**src/core/serial_io_uart_pkg.sv**
```systemverilog
// constants, register map and state types of the serial i/o channel
// assumes one 100 mhz clock and a plain address/strobe register port
package serial_io_uart_pkg;

  // register offsets (word index on the 3-bit port)
  localparam logic [2:0] ADDR_MODE  = 3'h0;
  localparam logic [2:0] ADDR_CTRL0 = 3'h1;
  localparam logic [2:0] ADDR_CTRL1 = 3'h2;
  localparam logic [2:0] ADDR_AUX   = 3'h3;
  localparam logic [2:0] ADDR_BRG   = 3'h4;
  localparam logic [2:0] ADDR_TXBUF = 3'h5;
  localparam logic [2:0] ADDR_RXBUF = 3'h6;

  // mode register fields
  localparam int MODE_EXT   = 3;
  localparam int MODE_STOP2 = 4;
  localparam int MODE_ODD   = 5;
  localparam int MODE_PAR   = 6;
  localparam int MODE_SLEEP = 7;
  localparam logic [2:0] MODE_SYNC = 3'h1;
  localparam logic [2:0] MODE_U7   = 3'h4;
  localparam logic [2:0] MODE_U8   = 3'h5;
  localparam logic [2:0] MODE_U9   = 3'h6;

  // control 0 fields
  localparam int C0_CLKSRC   = 0;
  localparam int C0_RTS      = 2;
  localparam int C0_FLOW_OFF = 4;
  localparam int C0_ODRAIN   = 5;
  localparam int C0_CPOL     = 6;
  localparam int C0_MSB      = 7;

  // control 1 fields
  localparam int C1_TXEN    = 0;
  localparam int C1_TXEMPTY = 1;
  localparam int C1_RXEN    = 2;
  localparam int C1_RXFULL  = 3;
  localparam int C1_TXCAUSE = 4;
  localparam int C1_CONTRX  = 5;
  localparam int C1_INVDATA = 6;
  localparam int C1_INVPIN  = 7;

  // aux fields
  localparam int AUX_CLKSEL = 4;
  localparam int AUX_SEP    = 6;
  localparam logic [1:0] CLKSEL_PIN1 = 2'h1;
  localparam logic [1:0] CLKSEL_PIN2 = 2'h2;

  // receive buffer word flags
  localparam int RX_OVR = 12;
  localparam int RX_FRM = 13;
  localparam int RX_PER = 14;
  localparam int RX_SUM = 15;

  // reset values
  localparam logic [7:0] REG_RST   = 8'h00;
  localparam logic [8:0] TXBUF_RST = 9'h000;

  // timing counts
  localparam logic [3:0] OS_LAST   = 4'hf;
  localparam logic [3:0] OS_HALF   = 4'h7;
  localparam logic [2:0] DIV8_LAST  = 3'h7;
  localparam logic [4:0] DIV32_LAST = 5'h1f;
  localparam logic [3:0] SYNC_LAST = 4'h7;
  localparam logic [3:0] LEN7 = 4'h7;
  localparam logic [3:0] LEN8 = 4'h8;
  localparam logic [3:0] LEN9 = 4'h9;

  typedef enum logic [2:0] {TX_IDLE, TX_START, TX_DATA, TX_PAR, TX_STOP, TX_SYNC} tx_state_type;
  typedef enum logic [2:0] {RX_IDLE, RX_START, RX_DATA, RX_PAR, RX_STOP} rx_state_type;

endpackage

```
**src/core/serial_io_uart_channel.sv**
```systemverilog
// one channel of the serial i/o unit: uart mode and clock-synchronous options
// assumes a cpu-side register port on clk and async pins synchronised here
//
// The address map and strobed register access were left to the implementer.
`timescale 1ns/1ns
module serial_io_uart_channel
  import serial_io_uart_pkg::*;
#(
  parameter int CHANNEL = 0
) (
  input  logic        clk,
  input  logic        resetn,
  input  logic        ce,
  input  logic [2:0]  addr,
  input  logic [15:0] wdata,
  input  logic        wr,
  input  logic        rd,
  output logic [15:0] rdata,
  input  logic        serial_data_in,
  output logic        serial_data_out,
  output logic        serial_data_out_oe_n,
  input  logic        transfer_clock_pin_in,
  output logic        transfer_clock_pin_out,
  output logic        transfer_clock_pin_oe_n,
  output logic        second_clock_output_pin,
  output logic        second_clock_output_pin_oe_n,
  input  logic        flow_pin_in,
  output logic        flow_pin_out,
  output logic        flow_pin_oe_n,
  input  logic        flow_sep_cts_in,
  output logic        flow_sep_rts_out,
  output logic        flow_sep_rts_oe_n,
  output logic        tx_irq,
  output logic        rx_irq
);

  localparam logic IS_CH0 = (CHANNEL == 0);
  localparam logic IS_CH1 = (CHANNEL == 1);
  localparam logic IS_CH2 = (CHANNEL == 2);

  function automatic logic [3:0] bit_pos(input logic [3:0] idx, input logic [3:0] len,
                                         input logic msb);
    bit_pos = msb ? 4'(len - 4'h1 - idx) : idx;
  endfunction

  function automatic logic [8:0] char_mask(input logic [3:0] len);
    char_mask = 9'((10'h001 << len) - 10'h001);
  endfunction

  function automatic logic par_bit(input logic [8:0] d, input logic [3:0] len,
                                   input logic odd);
    par_bit = (^(d & char_mask(len))) ^ odd;
  endfunction

  logic         rst_meta_q;
  logic         rst_n_q;
  logic [3:0]   sync1_q;
  logic [3:0]   sync2_q;
  logic         clk_prev_q;
  logic [7:0]   mode_q;
  logic [7:0]   ctrl0_q;
  logic [7:0]   ctrl1_q;
  logic [7:0]   aux_q;
  logic [7:0]   brg_q;
  logic [7:0]   brg_cnt_q;
  logic [4:0]   pre_q;
  logic [8:0]   txbuf_q;
  logic         tx_full_q;
  logic [8:0]   rxbuf_q;
  logic         rx_full_q;
  logic         ovr_q;
  logic         frm_q;
  logic         per_q;
  logic         cont_go_q;
  logic         sclk_q;
  tx_state_type tx_state_q;
  logic [3:0]   tx_os_q;
  logic [3:0]   tx_idx_q;
  logic [8:0]   tx_shift_q;
  logic         tx_stop2_q;
  logic         txd_q;
  rx_state_type rx_state_q;
  logic [3:0]   rx_os_q;
  logic [3:0]   rx_idx_q;
  logic [8:0]   rx_shift_q;
  logic         rx_fe_q;
  logic         rx_pe_q;
  logic         rx_stop2_q;
  logic         rx_done_q;
  logic         tx_irq_q;
  logic         rx_irq_q;
  logic [15:0]  rdata_q;

  // decoded configuration
  logic [2:0] mode;
  logic       sync_mode;
  logic       uart_mode;
  logic       active;
  logic [3:0] char_len;
  logic       ext_clk;
  logic       multi_sel;
  logic       multi_pin;
  logic       sep_on;
  logic       flow_off;
  logic       rts_sel;
  logic       cts_ok;
  logic       inv_data;
  logic       inv_pin;
  logic       msb_first;
  logic       idle_lvl;
  logic       rxd;
  logic       ext_lvl;
  logic       sleep_on;

  assign mode      = mode_q[2:0];
  assign sync_mode = (mode == MODE_SYNC);
  assign uart_mode = (mode == MODE_U7) || (mode == MODE_U8) || (mode == MODE_U9);
  assign active    = sync_mode || uart_mode;
  assign char_len  = (mode == MODE_U7) ? LEN7 : (mode == MODE_U9) ? LEN9 : LEN8;
  assign ext_clk   = mode_q[MODE_EXT] && !IS_CH2;
  assign multi_sel = (aux_q[AUX_CLKSEL +: 2] != 2'h0);
  assign multi_pin = IS_CH1 && multi_sel && !ext_clk;
  assign sep_on    = IS_CH0 && aux_q[AUX_SEP] && !multi_sel;
  assign flow_off  = ctrl0_q[C0_FLOW_OFF] || multi_pin;
  assign rts_sel   = ctrl0_q[C0_RTS];
  assign inv_data  = IS_CH2 && ctrl1_q[C1_INVDATA];
  assign inv_pin   = IS_CH2 && ctrl1_q[C1_INVPIN];
  assign msb_first = ctrl0_q[C0_MSB];
  assign idle_lvl  = !ctrl0_q[C0_CPOL];
  assign rxd       = sync2_q[0] ^ inv_pin;
  assign ext_lvl   = sync2_q[1];
  assign sleep_on  = (IS_CH0 || IS_CH1) && mode_q[MODE_SLEEP] && uart_mode;

  // cts is active low; sampled from the separate pin when that is routed
  logic cts_lvl;
  assign cts_lvl = sep_on ? sync2_q[3] : sync2_q[2];
  assign cts_ok  = flow_off || rts_sel || !cts_lvl;

  logic wr_txbuf;
  logic wr_ctrl1;
  logic rd_rx;
  assign wr_txbuf = wr && (addr == ADDR_TXBUF);
  assign wr_ctrl1 = wr && (addr == ADDR_CTRL1);
  assign rd_rx    = rd && (addr == ADDR_RXBUF);

  // reset release
  always_ff @(posedge clk or negedge resetn) begin
    if (!resetn) begin
      rst_meta_q <= 1'b0;
      rst_n_q    <= 1'b0;
    end else begin
      rst_meta_q <= 1'b1;
      rst_n_q    <= rst_meta_q;
    end
  end

  // pin synchronisers; only the second stage is read
  always_ff @(posedge clk or negedge rst_n_q) begin
    if (!rst_n_q) begin
      sync1_q    <= 4'hf;
      sync2_q    <= 4'hf;
      clk_prev_q <= 1'b1;
    end else if (ce) begin
      sync1_q    <= {flow_sep_cts_in, flow_pin_in, transfer_clock_pin_in, serial_data_in};
      sync2_q    <= sync1_q;
      clk_prev_q <= sync2_q[1];
    end
  end

  // bit-rate generator
  logic src_tick;
  logic base_tick;
  logic brg_tick;
  always_comb begin
    unique case (ctrl0_q[C0_CLKSRC +: 2])
      2'h0:    src_tick = 1'b1;
      2'h1:    src_tick = (pre_q[2:0] == DIV8_LAST);
      default: src_tick = (pre_q == DIV32_LAST);
    endcase
  end
  assign base_tick = ext_clk ? (ext_lvl && !clk_prev_q) : src_tick;
  assign brg_tick  = base_tick && (brg_cnt_q == 8'h00);

  always_ff @(posedge clk or negedge rst_n_q) begin
    if (!rst_n_q) begin
      pre_q     <= 5'h00;
      brg_cnt_q <= 8'h00;
    end else if (ce) begin
      pre_q <= pre_q + 5'h01;
      if (base_tick) begin
        brg_cnt_q <= (brg_cnt_q == 8'h00) ? brg_q : brg_cnt_q - 8'h01;
      end
    end
  end

  // sync-mode clock and its edges; internal clock toggles once per divider tick
  logic sync_busy;
  logic lead_edge;
  logic trail_edge;
  assign sync_busy  = (tx_state_q == TX_SYNC);
  assign lead_edge  = sync_busy && (ext_clk ? (clk_prev_q == idle_lvl && ext_lvl != idle_lvl)
                                            : (brg_tick && sclk_q == idle_lvl));
  assign trail_edge = sync_busy && (ext_clk ? (clk_prev_q != idle_lvl && ext_lvl == idle_lvl)
                                            : (brg_tick && sclk_q != idle_lvl));

  always_ff @(posedge clk or negedge rst_n_q) begin
    if (!rst_n_q) begin
      sclk_q <= 1'b1;
    end else if (ce) begin
      if (!sync_busy) sclk_q <= idle_lvl;
      else if (brg_tick) sclk_q <= !sclk_q;
    end
  end

  // register writes
  always_ff @(posedge clk or negedge rst_n_q) begin
    if (!rst_n_q) begin
      mode_q  <= REG_RST;
      ctrl0_q <= REG_RST;
      ctrl1_q <= REG_RST;
      aux_q   <= REG_RST;
      brg_q   <= REG_RST;
    end else if (ce && wr) begin
      unique case (addr)
        ADDR_MODE:  mode_q  <= wdata[7:0];
        ADDR_CTRL0: ctrl0_q <= wdata[7:0];
        ADDR_CTRL1: ctrl1_q <= wdata[7:0];
        ADDR_AUX:   aux_q   <= wdata[7:0];
        ADDR_BRG:   brg_q   <= wdata[7:0];
        default:    ;
      endcase
    end
  end

  // transmitter
  logic tx_go;
  logic tx_load;
  logic tx_bit_end;
  logic tx_stop_more;
  logic tx_done;
  assign tx_go        = ctrl1_q[C1_TXEN] && tx_full_q && cts_ok;
  assign tx_load      = (tx_state_q == TX_IDLE) && active && tx_go;
  assign tx_bit_end   = brg_tick && (tx_os_q == OS_LAST);
  assign tx_stop_more = mode_q[MODE_STOP2] && !tx_stop2_q;
  assign tx_done      = ((tx_state_q == TX_STOP) && tx_bit_end && !tx_stop_more)
                     || (trail_edge && tx_idx_q == SYNC_LAST);

  always_ff @(posedge clk or negedge rst_n_q) begin
    if (!rst_n_q) begin
      tx_state_q <= TX_IDLE;
      tx_os_q    <= 4'h0;
      tx_idx_q   <= 4'h0;
      tx_shift_q <= TXBUF_RST;
      tx_stop2_q <= 1'b0;
      txd_q      <= 1'b1;
    end else if (ce) begin
      if (brg_tick) tx_os_q <= tx_os_q + 4'h1;
      unique case (tx_state_q)
        TX_IDLE: begin
          txd_q    <= 1'b1;
          tx_os_q  <= 4'h0;
          tx_idx_q <= 4'h0;
          if (uart_mode && tx_go) begin
            tx_shift_q <= txbuf_q;
            txd_q      <= 1'b0;
            tx_state_q <= TX_START;
          end else if (sync_mode && (tx_go || cont_go_q)) begin
            tx_shift_q <= tx_go ? txbuf_q : 9'h1ff;
            tx_state_q <= TX_SYNC;
          end
        end
        TX_START: if (tx_bit_end) begin
          tx_state_q <= TX_DATA;
          txd_q      <= tx_shift_q[bit_pos(4'h0, char_len, msb_first)];
        end
        TX_DATA: if (tx_bit_end) begin
          if (tx_idx_q == char_len - 4'h1) begin
            tx_stop2_q <= 1'b0;
            if (mode_q[MODE_PAR]) begin
              tx_state_q <= TX_PAR;
              txd_q      <= par_bit(tx_shift_q, char_len, mode_q[MODE_ODD]);
            end else begin
              tx_state_q <= TX_STOP;
              txd_q      <= 1'b1;
            end
          end else begin
            tx_idx_q <= tx_idx_q + 4'h1;
            txd_q    <= tx_shift_q[bit_pos(tx_idx_q + 4'h1, char_len, msb_first)];
          end
        end
        TX_PAR: if (tx_bit_end) begin
          tx_state_q <= TX_STOP;
          txd_q      <= 1'b1;
        end
        TX_STOP: if (tx_bit_end) begin
          if (tx_stop_more) tx_stop2_q <= 1'b1;
          else tx_state_q <= TX_IDLE;
        end
        TX_SYNC: begin
          if (lead_edge) txd_q <= tx_shift_q[bit_pos(tx_idx_q, LEN8, msb_first)];
          if (trail_edge) begin
            if (tx_idx_q == SYNC_LAST) tx_state_q <= TX_IDLE;
            else tx_idx_q <= tx_idx_q + 4'h1;
          end
        end
      endcase
      if (!active) tx_state_q <= TX_IDLE;
    end
  end

  // transmit buffer, request and continuous-receive restart
  always_ff @(posedge clk or negedge rst_n_q) begin
    if (!rst_n_q) begin
      txbuf_q   <= TXBUF_RST;
      tx_full_q <= 1'b0;
      tx_irq_q  <= 1'b0;
      cont_go_q <= 1'b0;
    end else if (ce) begin
      tx_irq_q <= 1'b0;
      if (tx_load) begin
        tx_full_q <= 1'b0;
        if (!ctrl1_q[C1_TXCAUSE]) tx_irq_q <= 1'b1;
      end
      if (tx_done && ctrl1_q[C1_TXCAUSE]) tx_irq_q <= 1'b1;
      if (wr_txbuf) begin
        txbuf_q   <= inv_data ? ~wdata[8:0] : wdata[8:0];
        tx_full_q <= 1'b1;
      end
      if (tx_state_q == TX_IDLE && sync_mode) cont_go_q <= 1'b0;
      if (rd_rx && sync_mode && ctrl1_q[C1_CONTRX] && ctrl1_q[C1_RXEN]) cont_go_q <= 1'b1;
    end
  end

  // receiver
  logic rx_mid;
  logic rx_en;
  assign rx_mid = brg_tick && (rx_os_q == OS_LAST);
  assign rx_en  = ctrl1_q[C1_RXEN];

  always_ff @(posedge clk or negedge rst_n_q) begin
    if (!rst_n_q) begin
      rx_state_q <= RX_IDLE;
      rx_os_q    <= 4'h0;
      rx_idx_q   <= 4'h0;
      rx_shift_q <= 9'h000;
      rx_fe_q    <= 1'b0;
      rx_pe_q    <= 1'b0;
      rx_stop2_q <= 1'b0;
      rx_done_q  <= 1'b0;
    end else if (ce) begin
      rx_done_q <= 1'b0;
      if (brg_tick) rx_os_q <= rx_os_q + 4'h1;
      unique case (rx_state_q)
        RX_IDLE: begin
          rx_os_q    <= 4'h0;
          rx_idx_q   <= 4'h0;
          rx_stop2_q <= 1'b0;
          if (uart_mode && rx_en && !rxd) begin
            rx_shift_q <= 9'h000;
            rx_fe_q    <= 1'b0;
            rx_pe_q    <= 1'b0;
            rx_state_q <= RX_START;
          end
          if (trail_edge && rx_en) begin
            rx_shift_q[bit_pos(tx_idx_q, LEN8, msb_first)] <= rxd;
            rx_fe_q <= 1'b0;
            rx_pe_q <= 1'b0;
            if (tx_idx_q == SYNC_LAST) rx_done_q <= 1'b1;
          end
        end
        // a start bit must still be low at mid-bit, else it was a glitch
        RX_START: if (brg_tick && rx_os_q == OS_HALF) begin
          rx_os_q    <= 4'h0;
          rx_state_q <= rxd ? RX_IDLE : RX_DATA;
        end
        RX_DATA: if (rx_mid) begin
          rx_shift_q[bit_pos(rx_idx_q, char_len, msb_first)] <= rxd;
          if (rx_idx_q == char_len - 4'h1) begin
            rx_state_q <= mode_q[MODE_PAR] ? RX_PAR : RX_STOP;
          end else begin
            rx_idx_q <= rx_idx_q + 4'h1;
          end
        end
        RX_PAR: if (rx_mid) begin
          rx_pe_q    <= (rxd != par_bit(rx_shift_q, char_len, mode_q[MODE_ODD]));
          rx_state_q <= RX_STOP;
        end
        RX_STOP: if (rx_mid) begin
          if (!rxd) rx_fe_q <= 1'b1;
          if (mode_q[MODE_STOP2] && !rx_stop2_q) begin
            rx_stop2_q <= 1'b1;
          end else begin
            rx_state_q <= RX_IDLE;
            rx_done_q  <= 1'b1;
          end
        end
      endcase
      if (!rx_en || !uart_mode) rx_state_q <= RX_IDLE;
    end
  end

  // receive buffer and error flags
  logic [8:0] rx_word;
  logic       rx_accept;
  assign rx_word   = rx_shift_q & char_mask(char_len);
  assign rx_accept = !(sleep_on && !rx_word[char_len - 4'h1]);

  always_ff @(posedge clk or negedge rst_n_q) begin
    if (!rst_n_q) begin
      rxbuf_q   <= 9'h000;
      rx_full_q <= 1'b0;
      ovr_q     <= 1'b0;
      frm_q     <= 1'b0;
      per_q     <= 1'b0;
      rx_irq_q  <= 1'b0;
    end else if (ce) begin
      rx_irq_q <= 1'b0;
      if (rd_rx) rx_full_q <= 1'b0;
      // clear first so a same-cycle error still lands
      if (wr_ctrl1 && !wdata[C1_RXEN]) begin
        ovr_q <= 1'b0;
        frm_q <= 1'b0;
        per_q <= 1'b0;
      end
      if (rx_done_q && rx_accept) begin
        rxbuf_q   <= rx_word;
        rx_full_q <= 1'b1;
        if (rx_fe_q) frm_q <= 1'b1;
        if (rx_pe_q) per_q <= 1'b1;
        if (rx_full_q && !rd_rx) ovr_q <= 1'b1;
        else rx_irq_q <= 1'b1;
      end
    end
  end

  // register reads; data stand only in the cycle after the strobe
  logic [8:0] rx_out;
  assign rx_out = inv_data ? (~rxbuf_q & char_mask(char_len)) : rxbuf_q;
  always_ff @(posedge clk or negedge rst_n_q) begin
    if (!rst_n_q) begin
      rdata_q <= 16'h0000;
    end else if (ce) begin
      rdata_q <= 16'h0000;
      if (rd) begin
        unique case (addr)
          ADDR_MODE:  rdata_q <= {8'h00, mode_q};
          ADDR_CTRL0: rdata_q <= {8'h00, ctrl0_q};
          ADDR_CTRL1: rdata_q <= {8'h00, ctrl1_q[7:4], rx_full_q, ctrl1_q[C1_RXEN],
                                  !tx_full_q, ctrl1_q[C1_TXEN]};
          ADDR_AUX:   rdata_q <= {8'h00, aux_q};
          ADDR_BRG:   rdata_q <= {8'h00, brg_q};
          ADDR_RXBUF: rdata_q <= {ovr_q | frm_q | per_q, per_q, frm_q, ovr_q,
                                  3'h0, rx_out};
          default:    rdata_q <= 16'h0000;
        endcase
      end
    end
  end

  // pin drivers, registered; enables are low while driving
  logic sdo_q;
  logic sdo_oe_n_q;
  logic ck1_oe_n_q;
  logic ck2_oe_n_q;
  logic flow_oe_n_q;
  logic sep_oe_n_q;
  logic rts_q;
  logic tx_lvl;
  logic clk_drv;
  assign tx_lvl  = txd_q ^ inv_pin;
  assign clk_drv = sync_mode && !ext_clk;

  always_ff @(posedge clk or negedge rst_n_q) begin
    if (!rst_n_q) begin
      sdo_q       <= 1'b1;
      sdo_oe_n_q  <= 1'b1;
      ck1_oe_n_q  <= 1'b1;
      ck2_oe_n_q  <= 1'b1;
      flow_oe_n_q <= 1'b1;
      sep_oe_n_q  <= 1'b1;
      rts_q       <= 1'b1;
    end else if (ce) begin
      sdo_q      <= ctrl0_q[C0_ODRAIN] ? 1'b0 : tx_lvl;
      sdo_oe_n_q <= !active || (ctrl0_q[C0_ODRAIN] && tx_lvl);
      ck1_oe_n_q <= !(clk_drv && (!multi_pin
                    || aux_q[AUX_CLKSEL +: 2] == CLKSEL_PIN1));
      ck2_oe_n_q <= !(clk_drv && multi_pin
                    && aux_q[AUX_CLKSEL +: 2] == CLKSEL_PIN2);
      rts_q       <= !(rx_en && !rx_full_q);
      flow_oe_n_q <= !(active && !flow_off && rts_sel && !sep_on);
      sep_oe_n_q  <= !(active && sep_on && rts_sel);
    end
  end

  assign serial_data_out              = sdo_q;
  assign serial_data_out_oe_n         = sdo_oe_n_q;
  assign transfer_clock_pin_out       = sclk_q;
  assign transfer_clock_pin_oe_n      = ck1_oe_n_q;
  assign second_clock_output_pin      = sclk_q;
  assign second_clock_output_pin_oe_n = ck2_oe_n_q;
  assign flow_pin_out                 = rts_q;
  assign flow_pin_oe_n                = flow_oe_n_q;
  assign flow_sep_rts_out             = rts_q;
  assign flow_sep_rts_oe_n            = sep_oe_n_q;
  assign tx_irq                       = tx_irq_q;
  assign rx_irq                       = rx_irq_q;
  assign rdata                        = rdata_q;

endmodule

```
**config.mk**
```make
export PLATFORM = sky130hd
export DESIGN_NAME = serial_io_uart_channel
export DESIGN_NICKNAME = d
export VERILOG_FILES = /design/src/core/serial_io_uart_pkg.sv /design/src/core/serial_io_uart_channel.sv
export SDC_FILE = /design/constraint.sdc
export NUM_CORES = 1
export LEC_CHECK = 0
export ABC_AREA = 0
export BUFFER_PORTS_ARGS = -buffer_cell sky130_fd_sc_hd__buf_2
export CELL_PAD_IN_SITES_DETAIL_PLACEMENT = 2
export CELL_PAD_IN_SITES_GLOBAL_PLACEMENT = 2
export CORE_AREA = 2 2 145 147
export CTS_BUF_LIST = sky130_fd_sc_hd__clkbuf_8
export CTS_CLUSTER_SIZE = 12
export DETAILED_ROUTE_END_ITERATION = 16
export DIE_AREA = 0 0 147 149
export HOLD_SLACK_MARGIN = 0.12
export PLACE_DENSITY_LB_ADDON = 0.1
export SLEW_MARGIN = 20
export SYNTH_ARGS = -nofsm -noshare
export SYNTH_HDL_FRONTEND = slang
export SYNTH_SLANG_ARGS = --single-unit
```
**constraint.sdc**
```tcl
create_clock -name clk -period 10.1 [get_ports clk]
set_input_delay 1.01 -clock clk [delete_from_list [all_inputs] [get_ports clk]]
set_output_delay 1.01 -clock clk [all_outputs]
set_load 0.1 [all_outputs]
```
# Yosys cells after proc, flatten, opt, wreduce, memory -nomap -nowiden

Index checks and enable logic that the tools add are counted.
Widths: inputs -> output; s select.

Register bits: 159
Input port bits: 28
Output and inout port bits: 28
Word-level logic and storage cells: 389

$add $sub $neg: 11
$lt $le $gt $ge: 7
Equality and inequality tests: 69
Shift-type cells: 1
Multiplexer cells: 124
Bitwise gates (word level): 6
Reduce and logical (&&, ||, !) cells: 127

Operators by type and width:

| kind                | count |
|---|---|
| $pmux 16 s6         | 1 |
| $mux 9              | 8 |
| $mux 3              | 20 |
| $mux 4              | 15 |
| $mux 1              | 56 |
| $logic_and 1x1->1   | 50 |
| $ne 3x3->1 const B  | 14 |
| $eq 3x3->1 const B  | 10 |
| $ne 2x2->1 const B  | 15 |
| $reduce_and 2->1    | 13 |
| $logic_not 1->1     | 25 |
| $lt 4x5->1 const B  | 5 |
| $reduce_bool 2->1   | 10 |
| $and 9x9->9         | 2 |
| $bwmux 9            | 2 |
| $eq 3x2->1 const B  | 6 |
| $pmux 3 s6          | 1 |
| $pmux 9 s2          | 1 |
| $reduce_and 6->1    | 3 |
| $reduce_xor 9->1    | 2 |
| $add 4x1->4 const B | 4 |
| $bmux 1 s4          | 4 |
| $mux 16             | 1 |
| $pmux 4 s2          | 2 |
| 39 further kinds    | 75 |

# Longest topological paths before layout

Word-level depth: 14
Depth in mapped cells: 12
Depth with buffers taken out: 11

# Worst setup path after synthesis

No wires, ideal clock.

Path kind: register to register
From: register mode_q[2]
To: register rx_shift_q[8]
Setup time: 121 ps
Arrival: 2840 ps
Required time: 9979 ps
Setup slack: 7139 ps
Cell stages (with the launch flop): 12
Path buffers: 2
Period minus slack after synthesis: 2961 ps
Cell sequence: dfrtp_1 clkbuf_1 nand3b_4 ha_1 nor2b_1 o21a_1 or4_4 a21o_1 buf_6 a211o_1 a211o_1 o22a_1

Word-level cells in the longest chain between the ends: 13
Elaborated cells on any way between the ends: 25
Those cells by class: add/sub (2); order compare (2); eq/ne (3); mux (13); reduce/logical (5)

Ends and longest elaborated chain:

| what                                                                  | RTL line                                                     | source |
|---|---|---|
| from (decl)                                                           | serial_io_uart_channel.sv:60                                 | `logic [7:0] mode_q;` |
| from (signal assigned)                                                | serial_io_uart_channel.sv:225                                | `ADDR_MODE: mode_q <= wdata[7:0];` |
| $eq 3x3->1                                                            | serial_io_uart_channel.sv:117, serial_io_uart_channel.sv:119 |  |
| $mux 1                                                                | serial_io_uart_channel.sv:119                                | `assign char_len = (mode == MODE_U7) ? LEN7 : (mode == MODE_U9) ? LEN9 : LEN8;` |
| $mux 4                                                                | serial_io_uart_channel.sv:119                                |  |
| $sub 4x1->4                                                           | serial_io_uart_channel.sv:43                                 | `bit_pos = msb ? 4'(len - 4'h1 - idx) : idx;` |
| $sub 4x4->4                                                           | serial_io_uart_channel.sv:43                                 |  |
| $mux 4                                                                | serial_io_uart_channel.sv:43                                 |  |
| $lt 4x5->1 (implied by the code) / $ge 4x1->1 (equally long branches) | serial_io_uart_channel.sv:377                                | `rx_shift_q[bit_pos(rx_idx_q, char_len, msb_first)] <= rxd;` |
| $logic_and 1x1->1 (implied by the code)                               | serial_io_uart_channel.sv:377                                |  |
| $mux 1 (implied by the code)                                          | serial_io_uart_channel.sv:377                                |  |
| $demux 1 s4                                                           | serial_io_uart_channel.sv:377                                |  |
| $bwmux 9                                                              | serial_io_uart_channel.sv:377                                |  |
| $mux 9                                                                | serial_io_uart_channel.sv:376                                | `RX_DATA: if (rx_mid) begin` |
| $pmux 9 s2 *                                                          | serial_io_uart_channel.sv:353                                | `unique case (rx_state_q)` |
| to (signal, indexed assignment)                                       | serial_io_uart_channel.sv:365                                | `rx_shift_q[bit_pos(tx_idx_q, LEN8, msb_first)] <= rxd;` |
| to (signal, indexed assignment)                                       | serial_io_uart_channel.sv:377                                |  |
| to (decl)                                                             | serial_io_uart_channel.sv:85                                 | `logic [8:0] rx_shift_q;` |

Mark *: on every way between the ends. The rest lies on a longest branch, timed or not. The select of a mux whose other input is x is not followed.
A chain may end at the register's enable or synchronous reset.

# Worst setup path after layout

From: register mode_q[0]
To: register rx_shift_q[3]

The elaborated chain is that of the path after synthesis.

==> results.json <==
{
  "status": "finished clean",
  "cts_resized": 0,
  "vias": 7318,
  "syn_to_final_growth_pct": 9.78,
  "clk_latency_ns": 0.48,
  "cts_hold_buf": 0,
  "path_class": "reg -> reg",
  "cts.sinks": 154,
  "hold_path.class": "in -> async",
  "io_pins": 56,
  "arrival_ns": 3.74,
  "synth_top_area_share_pct": 39.0,
  "syn-cell-area_sq_um": 8790,
  "synth_largest_area_cell": "dfrtp_1",
  "antenna_found_initial": 0,
  "nets": 980,
  "die_w_microns": 147,
  "total_power_mw": 2.24,
  "wl_microns": 29100,
  "synth_most_common_cell": "dfrtp_1",
  "synth_ff_type": "dfrtp_1",
  "syn_avg_cell_area_sq_um": 9.64,
  "tightest_slew_ns": 0.948,
  "grt_pass1_vias": 8184,
  "clkTransAtPathRegs_ns": 0.12,
  "crit_required_ns": 10.43,
  "port_buffers": 44,
  "irDropWorstVdd_v": 0.000126,
  "max_freq_mhz": 293,
  "dr.pass1.iters": 4,
  "synth_warnings": 0,
  "gp_congestion": 0.885,
  "grt_max_degree": 63,
  "clock-skew-final_ns": 0.0198,
  "power_density_nw_per_um2": 232,
  "ant_nets": 0,
  "yosysSeqAreaShare_pct": 44.1,
  "drc": 0,
  "synthTopCellsByCount": "137 x dfrtp_1, 81 x nor2_1, 76 x nand2_1, 74 x mux2_2, 59 x o21ai_0",
  "synth_edf_count": 0,
  "overflow": 0,
  "ys_types": 75,
  "antenna-diode-count": 0,
  "initial_core_util_pct": 42.8,
  "cts-root-buf": "clkbuf_8",
  "p_leak_nw": 4.01,
  "synth_seq_cells": 154,
  "core_area_sq_um": 20600,
  "cp-start-kind": "register",
  "grt_pass1_wl_microns": 47100,
  "avgViaCountPerCell": 5.98,
  "fin_tns_setup_ns": 0,
  "end_kind": "register",
  "cts_tree": "yes",
  "cp_max_fo": 8,
  "first_iter_violations": 394,
  "cts_buffer_depth": 2,
  "wl_per_cell_microns": 23.8,
  "slew_headroom_pct": 36.5,
  "async_flop_share_pct": 100,
  "cts_buffers": 17,
  "hpwl_microns": 21300,
  "die_y_microns": 149,
  "row_count": 53,
  "die_area_sq_um": 21900,
  "cap_violations": 0,
  "hold_violations": 0,
  "drive_above_1_share_pct": 20.9,
  "ys_top_cells_by_area": "dfrtp_1 39%, mux2_2 9.5%, dfstp_2 5.1%",
  "slew_viol_final": 0,
  "postCtsSetupBuffers": 0,
  "finalCritPeriodShare_pct": 33.8,
  "fin_crit_ns": 3.41,
  "grt_usage_pct": 27.7,
  "finalSetupViolCount": 0,
  "htree_num_levels": 4,
  "syn_inst": 912,
  "rsz0062_at_grt": "false"
}
[where the power goes]
part           internal, mW  switching (mW)
sequential            0.750           0.191
clock                 0.193           0.303
combinational         0.322           0.478
total                  1.27           0.972
[cell type report]
class	instances	area, sq um
fillers	2194	10900
multi-input cells	664	4530
flip-flops and latches	154	3880
well taps	275	344
repair buffers	54	295
clock buffers	17	234
clock inverters	15	196
inverters	45	171
[flip-flops by register name (all words and copies together), names as in the netlist, 3 cells and up]
register,flops
tx_idx_q,4
rx_idx_q,4
txbuf_q,9
rx_state_q,3
ctrl0_q,8
tx_os_q,4
rx_os_q,4
rdata,13
brg_cnt_q,8
sync2_q,4
aux_q,8
ctrl1_q,6
rx_out,9
sync1_q,4
brg_q,8
pre_q,5
rx_shift_q,9
tx_shift_q,9
mode_q,8
tx_state_q,3
[layer usage]
metal	global-route usage (%)	wire length (microns)	vias up
met2	48.9	14700	121
met4	8.41	751	0
met1	35.7	12800	3821
met3	3.52	800	50
li1	-	-	3326
met5	0	0	-
[kinds of logic (layout without fill, tap and decap cells)]
logic type               count (synthesis)  after routing  share of synthesized area, %
AO/OA/AOI/OAI                          221            221                          16.3
multiplexers                            95             95                          12.4
adder cells (fa/ha/maj)                 16             16                          2.45
AND/OR/NAND/NOR                        290            290                          16.4
buffers and inverters                   97            131                          4.57
other                                    2              5                        0.0854
XOR/XNOR                                37             37                          3.69
flip-flops                             154            154                          44.1
[final timing paths]
path,depth (start not counted),startpoint,endpoint,slack [ns]
setup / recovery,10,mode_q[0],rx_shift_q[3],6.69
hold / removal,1,resetn,rst_n_q,0.29
setup reg to reg,10,mode_q[0],rx_shift_q[3],6.69
hold reg to reg,0,rst_n_q,txbuf_q[6],0.30
max in group asynchronous,2,rst_n_q,mode_q[3],7.84
min in group clk,0,rst_meta_q,rst_n_q,0.36
[cells in the final DEF, fill, tap and decap left out, types with 14 or more instances in the layout]
| cell | n |
|---|---|
| mux2i_1 | 17 |
| ha_1 | 14 |
| dfrtp_1 | 136 |
| o21ai_0 | 59 |
| inv_1 | 44 |
| nand3_1 | 25 |
| dfstp_2 | 17 |
| o22ai_1 | 19 |
| nand2_1 | 76 |
| clkbuf_8 | 17 |
| xnor2_1 | 27 |
| buf_2 | 44 |
| nor2_1 | 81 |
| mux2_2 | 74 |
| nor3_1 | 23 |
| a21oi_1 | 41 |
| a31oi_1 | 18 |
[metrics by stage]
stage / hold WS (ns) / instance area, sq um / worst slack [ns] / cells / util [%]
2_1_floorplan: 0.331 / 8800 / 5.52 / 915 / -
3_3_place_gp: 0.302 / 9220 / 6.43 / 1192 / 44.8
3_5_place_dp: 0.308 / 9220 / 6.39 / 1192 / 44.9
4_1_cts: 0.265 / 9650 / 6.71 / 1224 / 47.0
5_1_grt: 0.272 / 9650 / 6.50 / 1224 / 47.0
6_report: 0.292 / 9650 / 6.69 / 1224 / 47.0
[worst max-delay path: stages, from the launching register on]
cell and delay [ns]:
dfrtp_1 0.52, nand2b_1 0.35, inv_1 0.29, ha_1 0.30, fa_1 0.40, xnor2_1 0.14
nand2_1 0.08, a21boi_1 0.53, nand3_1 0.25, nor4b_1 0.33, a211oi_1 0.08
No activity file was read; power rests on OpenSTA's default activity.
